## config.mk

```make
export PLATFORM = sky130hd
export DESIGN_NAME = tofs_sequencer
export DESIGN_NICKNAME = d
export VERILOG_FILES = /design/src/hw/tofs_pkg.sv /design/src/hw/tofs_sequencer.sv
export SDC_FILE = /design/constraint.sdc
export NUM_CORES = 2
export LEC_CHECK = 0
export BUFFER_PORTS_ARGS = -buffer_cell sky130_fd_sc_hd__buf_2
export CORE_ASPECT_RATIO = 0.7
export CORE_MARGIN = 10
export CORE_UTILIZATION = 50
export CTS_CLUSTER_DIAMETER = 100
export DETAILED_ROUTE_END_ITERATION = 6
export PLACE_DENSITY = 0.66
export SETUP_SLACK_MARGIN = 0.5
export SYNTH_ARGS = -nofsm -noshare
export SYNTH_HDL_FRONTEND = slang
export SYNTH_SLANG_ARGS = --single-unit
```

## constraint.sdc

```tcl
create_clock -name clk -period 113.9 [get_ports clk]
set_input_delay 22.78 -clock clk [delete_from_list [all_inputs] [get_ports clk]]
set_output_delay 22.78 -clock clk [all_outputs]
set_load 0.03 [all_outputs]
```

## src/hw/tofs_pkg.sv

```systemverilog
// Constants and carrier types of the time-of-flight measurement sequencer.
package tofs_pkg;
  // ----------------------------------------------------------------
  // Clock and timing
  // ----------------------------------------------------------------
  localparam int CLK_MHZ       = 100;
  localparam int CLK_HZ        = CLK_MHZ * 1000000;
  localparam int MAINS50_HZ    = 50;
  localparam int MAINS60_HZ    = 60;
  localparam int FIRE_HALF_NS  = 250;
  localparam int FIRE_HALF_CYC = (FIRE_HALF_NS * CLK_MHZ) / 1000;
  // ----------------------------------------------------------------
  // Register offsets
  // ----------------------------------------------------------------
  localparam logic [7:0] REG_CTRL  = 8'h00;
  localparam logic [7:0] REG_MASK1 = 8'h04;
  localparam logic [7:0] REG_MASK2 = 8'h08;
  localparam logic [7:0] REG_MASK3 = 8'h0c;
  localparam logic [7:0] REG_OSC   = 8'h10;
  localparam logic [7:0] REG_FIRE  = 8'h14;
  localparam logic [7:0] REG_TMO   = 8'h18;
  localparam logic [7:0] REG_STAT  = 8'h1c;
  localparam logic [7:0] REG_RES1  = 8'h20;
  localparam logic [7:0] REG_RES2  = 8'h24;
  localparam logic [7:0] REG_RES3  = 8'h28;
  localparam logic [7:0] REG_RES4  = 8'h2c;
  localparam logic [7:0] REG_PW    = 8'h30;
  // ----------------------------------------------------------------
  // Field positions and sizes
  // ----------------------------------------------------------------
  localparam int CTRL_START = 0;
  localparam int CTRL_FW    = 1;
  localparam int CTRL_DIV   = 2;
  localparam int CTRL_HZ60  = 4;
  localparam int CTRL_MULT  = 5;
  localparam int CTRL_TRIM  = 25;
  localparam int M3_OFFS    = 0;
  localparam int M3_RNGNEG  = 5;
  localparam int M3_RNGPOS  = 6;
  localparam int M3_EDGE    = 7;
  localparam int M3_DISPW   = 8;
  localparam int STAT_IRQ   = 1;
  localparam int MASK_W     = 19;
  localparam int FX_BITS    = 5;
  localparam int REL_W      = 6;
  localparam int PW_FRAC    = 7;
  localparam logic [1:0] STOP_MAX = 2'h3;
  localparam logic [31:0] REG_RST = 32'h0;

  typedef enum {ST_IDLE, ST_OSC, ST_CHARGE, ST_MEAS, ST_MAINS} tofs_state_e;

  typedef struct packed {
    logic       hsOscEn;
    logic       analogPwr;
    logic       txCapGnd;
    logic       fireOppGnd;
    logic       rxCapCharge;
    logic       rxPathSel;
    logic       startFromFire;
    logic       fireUp;
    logic       fireDown;
    logic       dirDown;
    logic       fwOffsetOn;
    logic       fwRngNeg;
    logic       fwRngPos;
    logic [4:0] fwOffset;
    logic [3:0] trim;
  } tofs_afe_s;
endpackage

```

## src/hw/tofs_sequencer.sv

```systemverilog
// Up/down time-of-flight measurement sequencer with Wishbone register access.
//
// Contract
// [RQ1] Stop mask is fixed point with five fraction bits, scaled by predivider.
// [RQ2] Start command begins upstream: oscillator on, then programmed settling wait.
// [RQ3] Comparator, reference and switches powered only during measurement.
// [RQ4] Upstream: transmit capacitor and opposite fire output grounded.
// [RQ5] Receive capacitor charged, then receive charge delay waited.
// [RQ6] Receive input routed to comparator; active fire output starts timing.
// [RQ7] Configured fire pulses on active output; comparator feeds stop.
// [RQ8] Stops accepted only after mask expiry; at most three per direction.
// [RQ9] At end power everything down, then set interrupt flag.
// [RQ10] After mains-period wait repeat sequence in opposite direction.
// [RQ11] Host reads first results during the wait before overwrite.
// [RQ12] Comparator offset from 4-bit two's complement field, bits 25 to 28.
// [RQ13] First wave mode adds detection offset up to plus or minus 35 mV.
// [RQ14] First wave mode applies its offset and first absolute mask.
// [RQ15] First wave width measured, then comparator offset returned to zero.
// [RQ16] Timed stops selected by wave counts relative to first wave.
// [RQ17] Half-wave of first timed stop is reference for width ratio.
// [RQ18] All three stops and their average computed; average in result four.
// [RQ19] Without first wave the offset stays applied; measurement ends by timeout.
// [RQ20] Host programs masks ascending, three cycles apart, unused ones zero.
// [RQ21] One control bit enables first wave mode, reinterpreting masks two, three.
// [RQ22] Host sets first relative count at least three, ascending, max 63.
// [RQ23] Timeout status bit separates timeout from normal completion.
//
// The Wishbone interface to the registers and the register addresses were decided locally.
`timescale 1ns/100ps
module tofs_sequencer #(
  parameter int MAINS50_CYC = tofs_pkg::CLK_HZ / tofs_pkg::MAINS50_HZ,
  parameter int MAINS60_CYC = tofs_pkg::CLK_HZ / tofs_pkg::MAINS60_HZ
) (
  input  wire logic              clk,
  input  wire logic              reset,
  input  wire logic              cyc_i,
  input  wire logic              stb_i,
  input  wire logic              we_i,
  input  wire logic [7:0]        adr_i,
  input  wire logic [3:0]        sel_i,
  input  wire logic [31:0]       dat_i,
  output logic      [31:0]       dat_o,
  output logic                   ack_o,
  input  wire logic              compIn,
  output tofs_pkg::tofs_afe_s    afe,
  output logic                   intFlag
);
  if (MAINS50_CYC < 1 || MAINS60_CYC < 1 || MAINS50_CYC > 24'hffffff || MAINS60_CYC > 24'hffffff) begin : g_chk
    $error("Mains period counts out of range.");
  end

  typedef struct packed {
    tofs_pkg::tofs_state_e st;
    logic [31:0]           ctrl;
    logic [31:0]           mask1;
    logic [31:0]           mask2;
    logic [31:0]           mask3;
    logic [15:0]           oscDly;
    logic [7:0]            rxDly;
    logic [7:0]            fireCnt;
    logic [23:0]           tmo;
    logic                  irqFlag;
    logic                  tmoFlag;
    logic                  dir;
    logic [2:0]            sy;
    logic                  lvl;
    logic                  lvlPrev;
    logic [27:0]           cnt;
    logic [23:0]           cycles;
    logic [7:0]            pulses;
    logic [7:0]            half;
    logic                  fireLvl;
    logic [1:0]            stopCnt;
    logic [2:0][23:0]      res;
    logic [23:0]           avg;
    logic [7:0]            ratio;
    logic [1:0]            fwPh;
    logic [23:0]           fwT0;
    logic [23:0]           fwW;
    logic [5:0]            waves;
    logic [23:0]           hwpT0;
    logic [23:0]           hwp;
    logic                  hwpDone;
    logic                  ack;
    logic [31:0]           dat;
    tofs_pkg::tofs_afe_s   afe;
  } tofs_core_s;

  tofs_core_s s_r;
  tofs_core_s s_nxt;

  // ----------------------------------------------------------------
  // Helpers
  // ----------------------------------------------------------------
  function automatic logic [31:0] wmerge(input logic [31:0] old, input logic [31:0] d, input logic [3:0] sel);
    logic [31:0] r;
    r = old;
    for (int i = 0; i < 4; i++) begin
      if (sel[i]) begin
        r[i*8 +: 8] = d[i*8 +: 8];
      end
    end
    return r;
  endfunction

  logic        fw;
  logic        rise;
  logic        fall;
  logic        fwEdge;
  logic        fwOpp;
  logic [28:0] elapsedFx;
  logic [18:0] maskNow;
  logic [5:0]  relNow;
  logic [27:0] mainsWait;
  logic [25:0] sum;
  logic [30:0] pwNum;
  logic [30:0] pwQ;
  logic        done;
  logic        timedOut;
  logic        startCmd;

  always_comb begin
    // [RQ21] first wave enable
    fw        = s_r.ctrl[tofs_pkg::CTRL_FW];
    rise      = s_r.lvl & ~s_r.lvlPrev;
    fall      = ~s_r.lvl & s_r.lvlPrev;
    fwEdge    = s_r.mask3[tofs_pkg::M3_EDGE] ? fall : rise;
    fwOpp     = s_r.mask3[tofs_pkg::M3_EDGE] ? rise : fall;
    // [RQ1] mask time scaling
    elapsedFx = {s_r.cycles, 5'h0} >> s_r.ctrl[tofs_pkg::CTRL_DIV +: 2];
    unique case (s_r.stopCnt)
      2'h0: maskNow = s_r.mask1[tofs_pkg::MASK_W-1:0];
      2'h1: maskNow = s_r.mask2[tofs_pkg::MASK_W-1:0];
      default: maskNow = s_r.mask3[tofs_pkg::MASK_W-1:0];
    endcase
    // [RQ16] relative wave select
    relNow    = s_r.mask2[s_r.stopCnt*tofs_pkg::REL_W +: tofs_pkg::REL_W];
    mainsWait = 28'((s_r.ctrl[tofs_pkg::CTRL_HZ60] ? MAINS60_CYC : MAINS50_CYC)
                * ((s_r.ctrl[tofs_pkg::CTRL_MULT +: 3] == 3'h0) ? 1 : int'(s_r.ctrl[tofs_pkg::CTRL_MULT +: 3])));
    sum       = 26'(s_r.res[0]) + 26'(s_r.res[1]) + 26'(s_r.res[2]);
    pwNum     = {s_r.fwW, 7'h0};
    pwQ       = (s_r.hwp == 24'h0) ? 31'h0 : pwNum / 31'(s_r.hwp);
    done      = (s_r.stopCnt == tofs_pkg::STOP_MAX) && (!fw || s_r.mask3[tofs_pkg::M3_DISPW] || s_r.hwpDone);
    timedOut  = s_r.cycles >= s_r.tmo;
    startCmd  = cyc_i & stb_i & we_i & ~s_r.ack & (adr_i == tofs_pkg::REG_CTRL) & sel_i[0]
                & dat_i[tofs_pkg::CTRL_START] & (s_r.st == tofs_pkg::ST_IDLE);
  end

  // ----------------------------------------------------------------
  // Next state
  // ----------------------------------------------------------------
  always_comb begin
    s_nxt         = s_r;
    s_nxt.ack     = 1'b0;
    s_nxt.sy      = {s_r.sy[1:0], compIn};
    s_nxt.lvlPrev = s_r.lvl;
    if (s_r.sy[2] == s_r.sy[1]) begin
      s_nxt.lvl = s_r.sy[2];
    end
    if (cyc_i && stb_i && !s_r.ack) begin
      s_nxt.ack = 1'b1;
      if (we_i) begin
        unique case (adr_i)
          tofs_pkg::REG_CTRL: s_nxt.ctrl = wmerge(s_r.ctrl, dat_i & ~32'h1, sel_i);
          tofs_pkg::REG_MASK1: s_nxt.mask1 = wmerge(s_r.mask1, dat_i, sel_i);
          tofs_pkg::REG_MASK2: s_nxt.mask2 = wmerge(s_r.mask2, dat_i, sel_i);
          tofs_pkg::REG_MASK3: s_nxt.mask3 = wmerge(s_r.mask3, dat_i, sel_i);
          tofs_pkg::REG_OSC: s_nxt.oscDly = 16'(wmerge(32'(s_r.oscDly), dat_i, sel_i));
          tofs_pkg::REG_FIRE: {s_nxt.fireCnt, s_nxt.rxDly} = 16'(wmerge({16'h0, s_r.fireCnt, s_r.rxDly}, dat_i, sel_i));
          tofs_pkg::REG_TMO: s_nxt.tmo = 24'(wmerge(32'(s_r.tmo), dat_i, sel_i));
          tofs_pkg::REG_STAT: begin
            if (sel_i[0] && dat_i[tofs_pkg::STAT_IRQ]) begin
              s_nxt.irqFlag = 1'b0;
            end
          end
          default: ;
        endcase
        s_nxt.dat = tofs_pkg::REG_RST;
      end else begin
        unique case (adr_i)
          tofs_pkg::REG_CTRL: s_nxt.dat = s_r.ctrl;
          tofs_pkg::REG_MASK1: s_nxt.dat = s_r.mask1;
          tofs_pkg::REG_MASK2: s_nxt.dat = s_r.mask2;
          tofs_pkg::REG_MASK3: s_nxt.dat = s_r.mask3;
          tofs_pkg::REG_OSC: s_nxt.dat = 32'(s_r.oscDly);
          tofs_pkg::REG_FIRE: s_nxt.dat = {16'h0, s_r.fireCnt, s_r.rxDly};
          tofs_pkg::REG_TMO: s_nxt.dat = 32'(s_r.tmo);
          // [RQ23] timeout status bit
          tofs_pkg::REG_STAT: s_nxt.dat = 32'({s_r.stopCnt, s_r.dir, s_r.tmoFlag, s_r.irqFlag,
                                               s_r.st != tofs_pkg::ST_IDLE});
          tofs_pkg::REG_RES1: s_nxt.dat = 32'(s_r.res[0]);
          tofs_pkg::REG_RES2: s_nxt.dat = 32'(s_r.res[1]);
          tofs_pkg::REG_RES3: s_nxt.dat = 32'(s_r.res[2]);
          tofs_pkg::REG_RES4: s_nxt.dat = 32'(s_r.avg);
          tofs_pkg::REG_PW: s_nxt.dat = 32'(s_r.ratio);
          default: s_nxt.dat = tofs_pkg::REG_RST;
        endcase
      end
    end
    unique case (s_r.st)
      tofs_pkg::ST_IDLE: begin
        // [RQ2] upstream start
        if (startCmd) begin
          s_nxt.st          = tofs_pkg::ST_OSC;
          s_nxt.dir         = 1'b0;
          s_nxt.cnt         = 28'h0;
          s_nxt.tmoFlag     = 1'b0;
          s_nxt.afe.hsOscEn = 1'b1;
        end
      end
      tofs_pkg::ST_OSC: begin
        s_nxt.cnt = s_r.cnt + 28'h1;
        if (s_r.cnt >= 28'(s_r.oscDly)) begin
          // [RQ3] power front end
          s_nxt.st              = tofs_pkg::ST_CHARGE;
          s_nxt.cnt             = 28'h0;
          s_nxt.afe.analogPwr   = 1'b1;
          // [RQ4] ground opposite side
          s_nxt.afe.txCapGnd    = 1'b1;
          s_nxt.afe.fireOppGnd  = 1'b1;
          // [RQ5] charge receive capacitor
          s_nxt.afe.rxCapCharge = 1'b1;
          s_nxt.afe.dirDown     = s_r.dir;
          // [RQ12] comparator offset trim
          s_nxt.afe.trim        = s_r.ctrl[tofs_pkg::CTRL_TRIM +: 4];
          // [RQ13] first wave offset
          s_nxt.afe.fwOffsetOn  = fw;
          s_nxt.afe.fwOffset    = s_r.mask3[tofs_pkg::M3_OFFS +: 5];
          s_nxt.afe.fwRngNeg    = s_r.mask3[tofs_pkg::M3_RNGNEG];
          s_nxt.afe.fwRngPos    = s_r.mask3[tofs_pkg::M3_RNGPOS];
        end
      end
      tofs_pkg::ST_CHARGE: begin
        s_nxt.cnt = s_r.cnt + 28'h1;
        // [RQ5] receive charge delay
        if (s_r.cnt >= 28'(s_r.rxDly)) begin
          s_nxt.st                = tofs_pkg::ST_MEAS;
          s_nxt.afe.rxCapCharge   = 1'b0;
          // [RQ6] route receive input
          s_nxt.afe.rxPathSel     = 1'b1;
          s_nxt.afe.startFromFire = 1'b1;
          s_nxt.cycles            = 24'h0;
          s_nxt.pulses            = 8'h0;
          s_nxt.half              = 8'h0;
          s_nxt.fireLvl           = s_r.fireCnt != 8'h0;
          s_nxt.stopCnt           = 2'h0;
          s_nxt.fwPh              = 2'h0;
          s_nxt.waves             = 6'h0;
          s_nxt.hwp               = 24'h0;
          s_nxt.hwpDone           = 1'b0;
        end
      end
      tofs_pkg::ST_MEAS: begin
        s_nxt.cycles = s_r.cycles + 24'h1;
        // [RQ7] fire pulse train
        if (s_r.pulses < s_r.fireCnt) begin
          s_nxt.half = s_r.half + 8'h1;
          if (s_r.half == 8'(tofs_pkg::FIRE_HALF_CYC - 1)) begin
            s_nxt.half    = 8'h0;
            s_nxt.fireLvl = ~s_r.fireLvl;
            if (s_r.fireLvl) begin
              s_nxt.pulses = s_r.pulses + 8'h1;
            end
            if (s_r.fireLvl && s_r.pulses + 8'h1 >= s_r.fireCnt) begin
              s_nxt.fireLvl = 1'b0;
            end
          end
        end
        if (!fw) begin
          // [RQ8] masked stop acceptance
          if (rise && s_r.stopCnt < tofs_pkg::STOP_MAX && elapsedFx >= 29'(maskNow)) begin
            s_nxt.res[s_r.stopCnt] = s_r.cycles;
            s_nxt.stopCnt          = s_r.stopCnt + 2'h1;
          end
        end else begin
          unique case (s_r.fwPh)
            2'h0: begin
              // [RQ14] first mask gates first wave
              if (fwEdge && elapsedFx >= 29'(s_r.mask1[tofs_pkg::MASK_W-1:0])) begin
                s_nxt.fwT0 = s_r.cycles;
                s_nxt.fwPh = 2'h1;
              end
            end
            2'h1: begin
              // [RQ15] width then offset release
              if (fwOpp) begin
                s_nxt.fwW            = s_r.cycles - s_r.fwT0;
                s_nxt.fwPh           = 2'h2;
                s_nxt.afe.fwOffsetOn = 1'b0;
              end
            end
            default: begin
              // [RQ16] relative wave stops
              if (rise && s_r.stopCnt < tofs_pkg::STOP_MAX) begin
                s_nxt.waves = s_r.waves + 6'h1;
                if (s_r.waves + 6'h1 == relNow) begin
                  s_nxt.res[s_r.stopCnt] = s_r.cycles;
                  s_nxt.stopCnt          = s_r.stopCnt + 2'h1;
                  if (s_r.stopCnt == 2'h0) begin
                    s_nxt.hwpT0 = s_r.cycles;
                  end
                end
              end
              // [RQ17] reference half wave
              if (fall && s_r.stopCnt != 2'h0 && !s_r.hwpDone) begin
                s_nxt.hwp     = s_r.cycles - s_r.hwpT0;
                s_nxt.hwpDone = 1'b1;
              end
            end
          endcase
        end
        // [RQ19] timeout ends measurement
        if (done || timedOut) begin
          // [RQ9] power down, flag
          s_nxt.afe.hsOscEn       = 1'b0;
          s_nxt.afe.analogPwr     = 1'b0;
          s_nxt.afe.txCapGnd      = 1'b0;
          s_nxt.afe.fireOppGnd    = 1'b0;
          s_nxt.afe.rxPathSel     = 1'b0;
          s_nxt.afe.startFromFire = 1'b0;
          s_nxt.fireLvl           = 1'b0;
          s_nxt.irqFlag           = 1'b1;
          s_nxt.tmoFlag           = ~done;
          // [RQ18] three stop average
          s_nxt.avg               = 24'(sum / 26'h3);
          // [RQ17] width ratio
          s_nxt.ratio             = (pwQ > 31'hff) ? 8'hff : 8'(pwQ);
          s_nxt.cnt               = 28'h0;
          s_nxt.st                = s_r.dir ? tofs_pkg::ST_IDLE : tofs_pkg::ST_MAINS;
        end
      end
      tofs_pkg::ST_MAINS: begin
        s_nxt.cnt = s_r.cnt + 28'h1;
        // [RQ10] opposite direction after wait
        if (s_r.cnt + 28'h1 >= mainsWait) begin
          s_nxt.st          = tofs_pkg::ST_OSC;
          s_nxt.dir         = 1'b1;
          s_nxt.cnt         = 28'h0;
          s_nxt.afe.hsOscEn = 1'b1;
        end
      end
    endcase
    s_nxt.afe.fireUp   = s_nxt.fireLvl & ~s_nxt.dir;
    s_nxt.afe.fireDown = s_nxt.fireLvl & s_nxt.dir;
  end

  always_ff @(posedge clk) begin
    if (reset) begin
      s_r <= '0;
    end else begin
      s_r <= s_nxt;
    end
  end

  assign dat_o   = s_r.dat;
  assign ack_o   = s_r.ack;
  assign afe     = s_r.afe;
  assign intFlag = s_r.irqFlag;
endmodule // tofs_sequencer

```

# Word-level counts from Yosys, hierarchy flattened
# Index checks and enable logic that the tools add are counted.
# classes
mul	2
n_bitwise	18
order_cmp	12
muxes	80
div_mod_pow	2
n_reduce_logical	78
n_shift	2
n_addsub	10
eq_ne	46
# op_table
op	count
case mux 32 bit (13 select lines)	1
2-to-1 mux 74 bit	5
2-to-1 mux 32 bit	6
case mux 32 bit (5 select lines)	1
2-to-1 mux 24 bit	6
case mux 28 bit (5 select lines)	1
2-to-1 mux 28 bit	4
2-to-1 mux 105 bit	1
AND reduction 4 bit	26
case mux 43 bit (2 select lines)	1
bitwise mux 72 bit	1
equality test 32 x 2 -> 1 bit, second input constant	2
zero test 32 bit	2
>= comparator 29 x 19 -> 1 bit	2
2-to-1 mux 55 bit	1
2-to-1 mux 25 bit	2
case mux 25 bit (2 select lines)	1
demux 24 bit (select 2 bit)	1
subtractor 24 bit	2
2-to-1 mux 43 bit	1
equality test 8 x 5 -> 1 bit, second input constant	5
equality test 8 x 6 -> 1 bit, second input constant	5
case mux 19 bit (2 select lines)	1
2-to-1 mux 17 bit	2
other kinds (70)	170
# totals
wordCells	315
regBits	558
inputBits	50

# Longest topological paths before layout
# logic_depth
depth_word	11
ltp_mapped	415
ltp_nobuf	379

# Least setup slack after synthesis
# OpenSTA, ideal clock, no wires.
# synth_path
path_type	register -> register
start	register s_r[56] (netlist bit)
end	register s_r[160] (netlist bit)
path_stages_with_launch	398
path_buffers	43
required_ns	113.768
path_slack_ns	34.648
arrival_time_ns	79.120
path_cell_list	dfxtp_1 clkbuf_1 inv_1 clkbuf_1 ha_1 a21oi_1 ha_1 o21a_1 nor2_1 o41ai_1 o41ai_1 ha_1 o21a_1 o21ai_0 a21oi_1 nand2_1 mux2i_1 ha_1 [362 not listed] buf_2 buf_2 nor2_1 ha_1 a21o_1 a21o_1 a21oi_1 nor2b_1 o21ai_0 nand2b_1 a21oi_1 o21ai_0 a221oi_1 nor3_1 o21ai_0 and3_1 a41o_1 o32ai_1
# synth_between
elab_chain_len	4
elab_cells_between_ends	5
# synth_rtl
element	line	rtl
start, declared	tofs_sequencer.sv:89	tofs_core_s s_r;
start signal, assigned	tofs_sequencer.sv:351	s_r <= s_nxt;
divider 31 x 24 -> 31 bit / zero test 24 bit (equally long branches)	tofs_sequencer.sv:142	pwQ = (s_r.hwp == 24'h0) ? 31'h0 : pwNum / 31'(s_r.hwp);
2-to-1 mux 31 bit (*)	tofs_sequencer.sv:142	
greater-than comparator 31 x 8 -> 1 bit	tofs_sequencer.sv:327	s_nxt.ratio = (pwQ > 31'hff) ? 8'hff : 8'(pwQ);
2-to-1 mux 8 bit (*)	tofs_sequencer.sv:327	
# Every way passes the cells marked *; elsewhere a longest branch is shown, timed or not.
# A chain may end at the register's enable or synchronous reset.

# Final worst setup path
# layout_path
start	register s_r[79] (netlist bit)
end	register s_r[160] (netlist bit)
# The elaborated chain is that of the path after synthesis.

==> run metrics <==
core area=113000 um^2; final instance area=60100 um^2; Via density=6.43; Synth Flop Type=dfxtp_1; I/O Buffers=105; clk sinks=526; Final Core Density=53.4%; worst path arrival time=87.58 ns; Area Growth Syn to Fin=6.20%; Mean Syn Cell Area=7.44 um^2; ANT nets after route=0; setup TNS=0 ns; setup violators final=0; Seq cells post-synth=526; hold buffers post-CTS=0; gr ovfl total=0; postcts setup bufs=0; Die W=422 um; largest net degree at the start of global routing=117; Die ar.=127000 um^2; R2R Setup Slk=26.83 ns; clock latency on the worst-skew pair=0.65 ns; Worst setup SP type=flop; WP data required=114.41 ns; fin crit share=76.4%; Worst Setup End Kind=flop; Yosys Warn Count=0; most frequent CP cell=o21a_1; Fin. Hold Viols=0; sequential cell area=10500 um^2; met3 Use GR=7.93%; first drt pass iteration count=7; syn nets=8363; Total Wirelength=207 mm; GR Util met2=40.7%; vias in the first global route=51.5k; Final min period=87.07 ns; Yosys top cell by area=dfxtp_1; fmax=0.0115 GHz; max capacitance violation total=0; RePlAce Congestion=0.966; CTS buffer count=52; Max transition margin=13.3%; crit path kind=flop to flop; CTS tree=done; busiest grt layer=met1; Multi-input gate area=43100 um^2; EDFF count, synth=0; top cells by area, synth=dfxtp_1, ha_1, a21oi_1; initial drt markers=7866; pre-CTS WS=29.04 ns; HPWL Detailed=158 mm; H-Tree Depth=2; initial antenna violation count=7; distinct cell type count after synthesis=110; Resized cells post-CTS=0; Fill cells=10.9k; final slew viol count=0; clock tree buffer depth=3; root buffer cell=clkbuf_16; total track usage=30.7%; WL per Instance=22.9 um; first-pass GRT wire length=314 mm; clock-pin slew on the worst setup and hold paths=0.06 ns; I/O pin count=106; Synth Instances=7602; clk_skew=0.0697 ns; die height=301 um; max incr delay on CP=0.96 ns; top cell type's share of synthesized area=18.6%; async set-reset flop share out of synthesis=0%; Mapped Area=56600 um^2; HP Class=flop to flop; nets@finish=8217; sequential area share after synthesis=18.6%; status=complete, but fails checks; RSZ-0062 raised after global routing=false; starting density of the core=50.3%; worst setup margin=26.83 ns; worst-margin pin slew=1.30 ns; DR DRC count=6; # rows=103; vias after detailed routing=58.1k; CP max-delay cell=nor3_1; met1 usage=48.0%; layout cell share with drive strength beyond 1=7.84%; Critical Path Fanout Max=42; violated checks=DRC; Placed Area=58200 um^2
[final cells by class]
cell class,count,area share [%]
Clock inverter,23,0.558
Clock buffer,75,2.53
Inverter,361,2.26
Sequential cell,526,17.5
Antenna cell,2,0.00833
Tap cell,1522,3.17
Multi-Input combinational cell,6302,71.7
Timing Repair Buffer,213,2.24
[cells in the mapped netlist (all sizes together) (40+ instances only)]
cell / count
a211oi: 70
a21boi: 48
a21o: 208
a21oi: 734
a221oi: 47
a22o: 53
a22oi: 89
a31oi: 84
and2: 44
and3: 75
buf: 109
clkbuf: 304
dfxtp: 526
ha: 679
inv: 361
mux2: 142
mux2i: 142
nand2: 736
nand2b: 87
nand3: 228
nand4: 80
nor2: 820
nor2b: 76
nor3: 271
nor4: 48
o21a: 219
o21ai: 386
o21bai: 40
o31ai: 49
or2: 41
or3: 44
xnor2: 209
xor2: 127
[layer usage]
layer	wire length, um	up-vias
li1	-	27400
met1	97800	27300
met4	4770	4
met3	27100	310
met5	22	-
met2	76900	3040
[cell usage in the layout (no fill, tap or decap), types with 27 or more instances in the layout]
cell         n
or2_2       37
mux2_2     133
a31oi_1     83
or3_1       44
ha_1       679
a21oi_1    730
o21bai_1    40
a21boi_0    44
nand2b_1    87
clkbuf_16   52
nor2b_1     76
o21a_1     219
a22oi_1     89
nand2_1    736
xnor2_1    209
a22o_1      53
buf_4      108
a21o_1     208
inv_1      354
dfxtp_1    526
a311oi_1    27
o31ai_1     47
buf_2      104
o21ai_0    359
nor3_1     266
a221oi_1    46
mux2i_1    142
nand4_1     80
and3_1      74
nand3_1    227
o211ai_1    28
fa_1        32
nor4_1      42
xor2_1     127
a211oi_1    70
and2_1      44
nor2_1     808
[through the flow]
stage,cells,hold WS [ns]
final,9024,0.453
after global routing,9023,0.469
after CTS,9022,0.456
after detailed placement,8924,0.447
after global placement,8924,0.423
after floorplan,7602,0.414
[worst paths after layout]
kind            from       end  cells past startpoint
min reg2reg  afe[17]   afe[17]                      2
max reg2reg  s_r[79]  s_r[160]                    376
min          afe[17]   afe[17]                      2
max          s_r[79]  s_r[160]                    376
[flip-flops by register name, indices dropped and copies added, names as in the netlist]
register,flops
ack_o,1
intFlag,1
fw,1
s_nxt,3
s_r,445
afe,19
pwNum,24
dat_o,32
[logic make-up after synthesis]
family                   count (synthesis)  share of synthesized area [%]
AO/OA/AOI/OAI                         2328                           27.0
multiplexers                           302                           6.06
buffers and inverters                  774                           5.57
other                                    1                        0.00663
adder cells (fa/ha/maj)                711                           16.1
flip-flops                             526                           18.6
AND/OR/NAND/NOR                       2624                           21.4
XOR/XNOR                               336                           5.20
[critical path, delay by kind of cell (launching register included)]
kind / cells / cell delay (ns)
mux: 7 / 2.18
buf+inv: 13 / 3.66
compound gates: 263 / 58.29
flops: 1 / 0.39
fa+ha+maj: 30 / 9.31
simple gates: 63 / 12.94
Power is not shown: default switching activity piles up to over one toggle a cycle in this logic, so the estimate is an artifact.
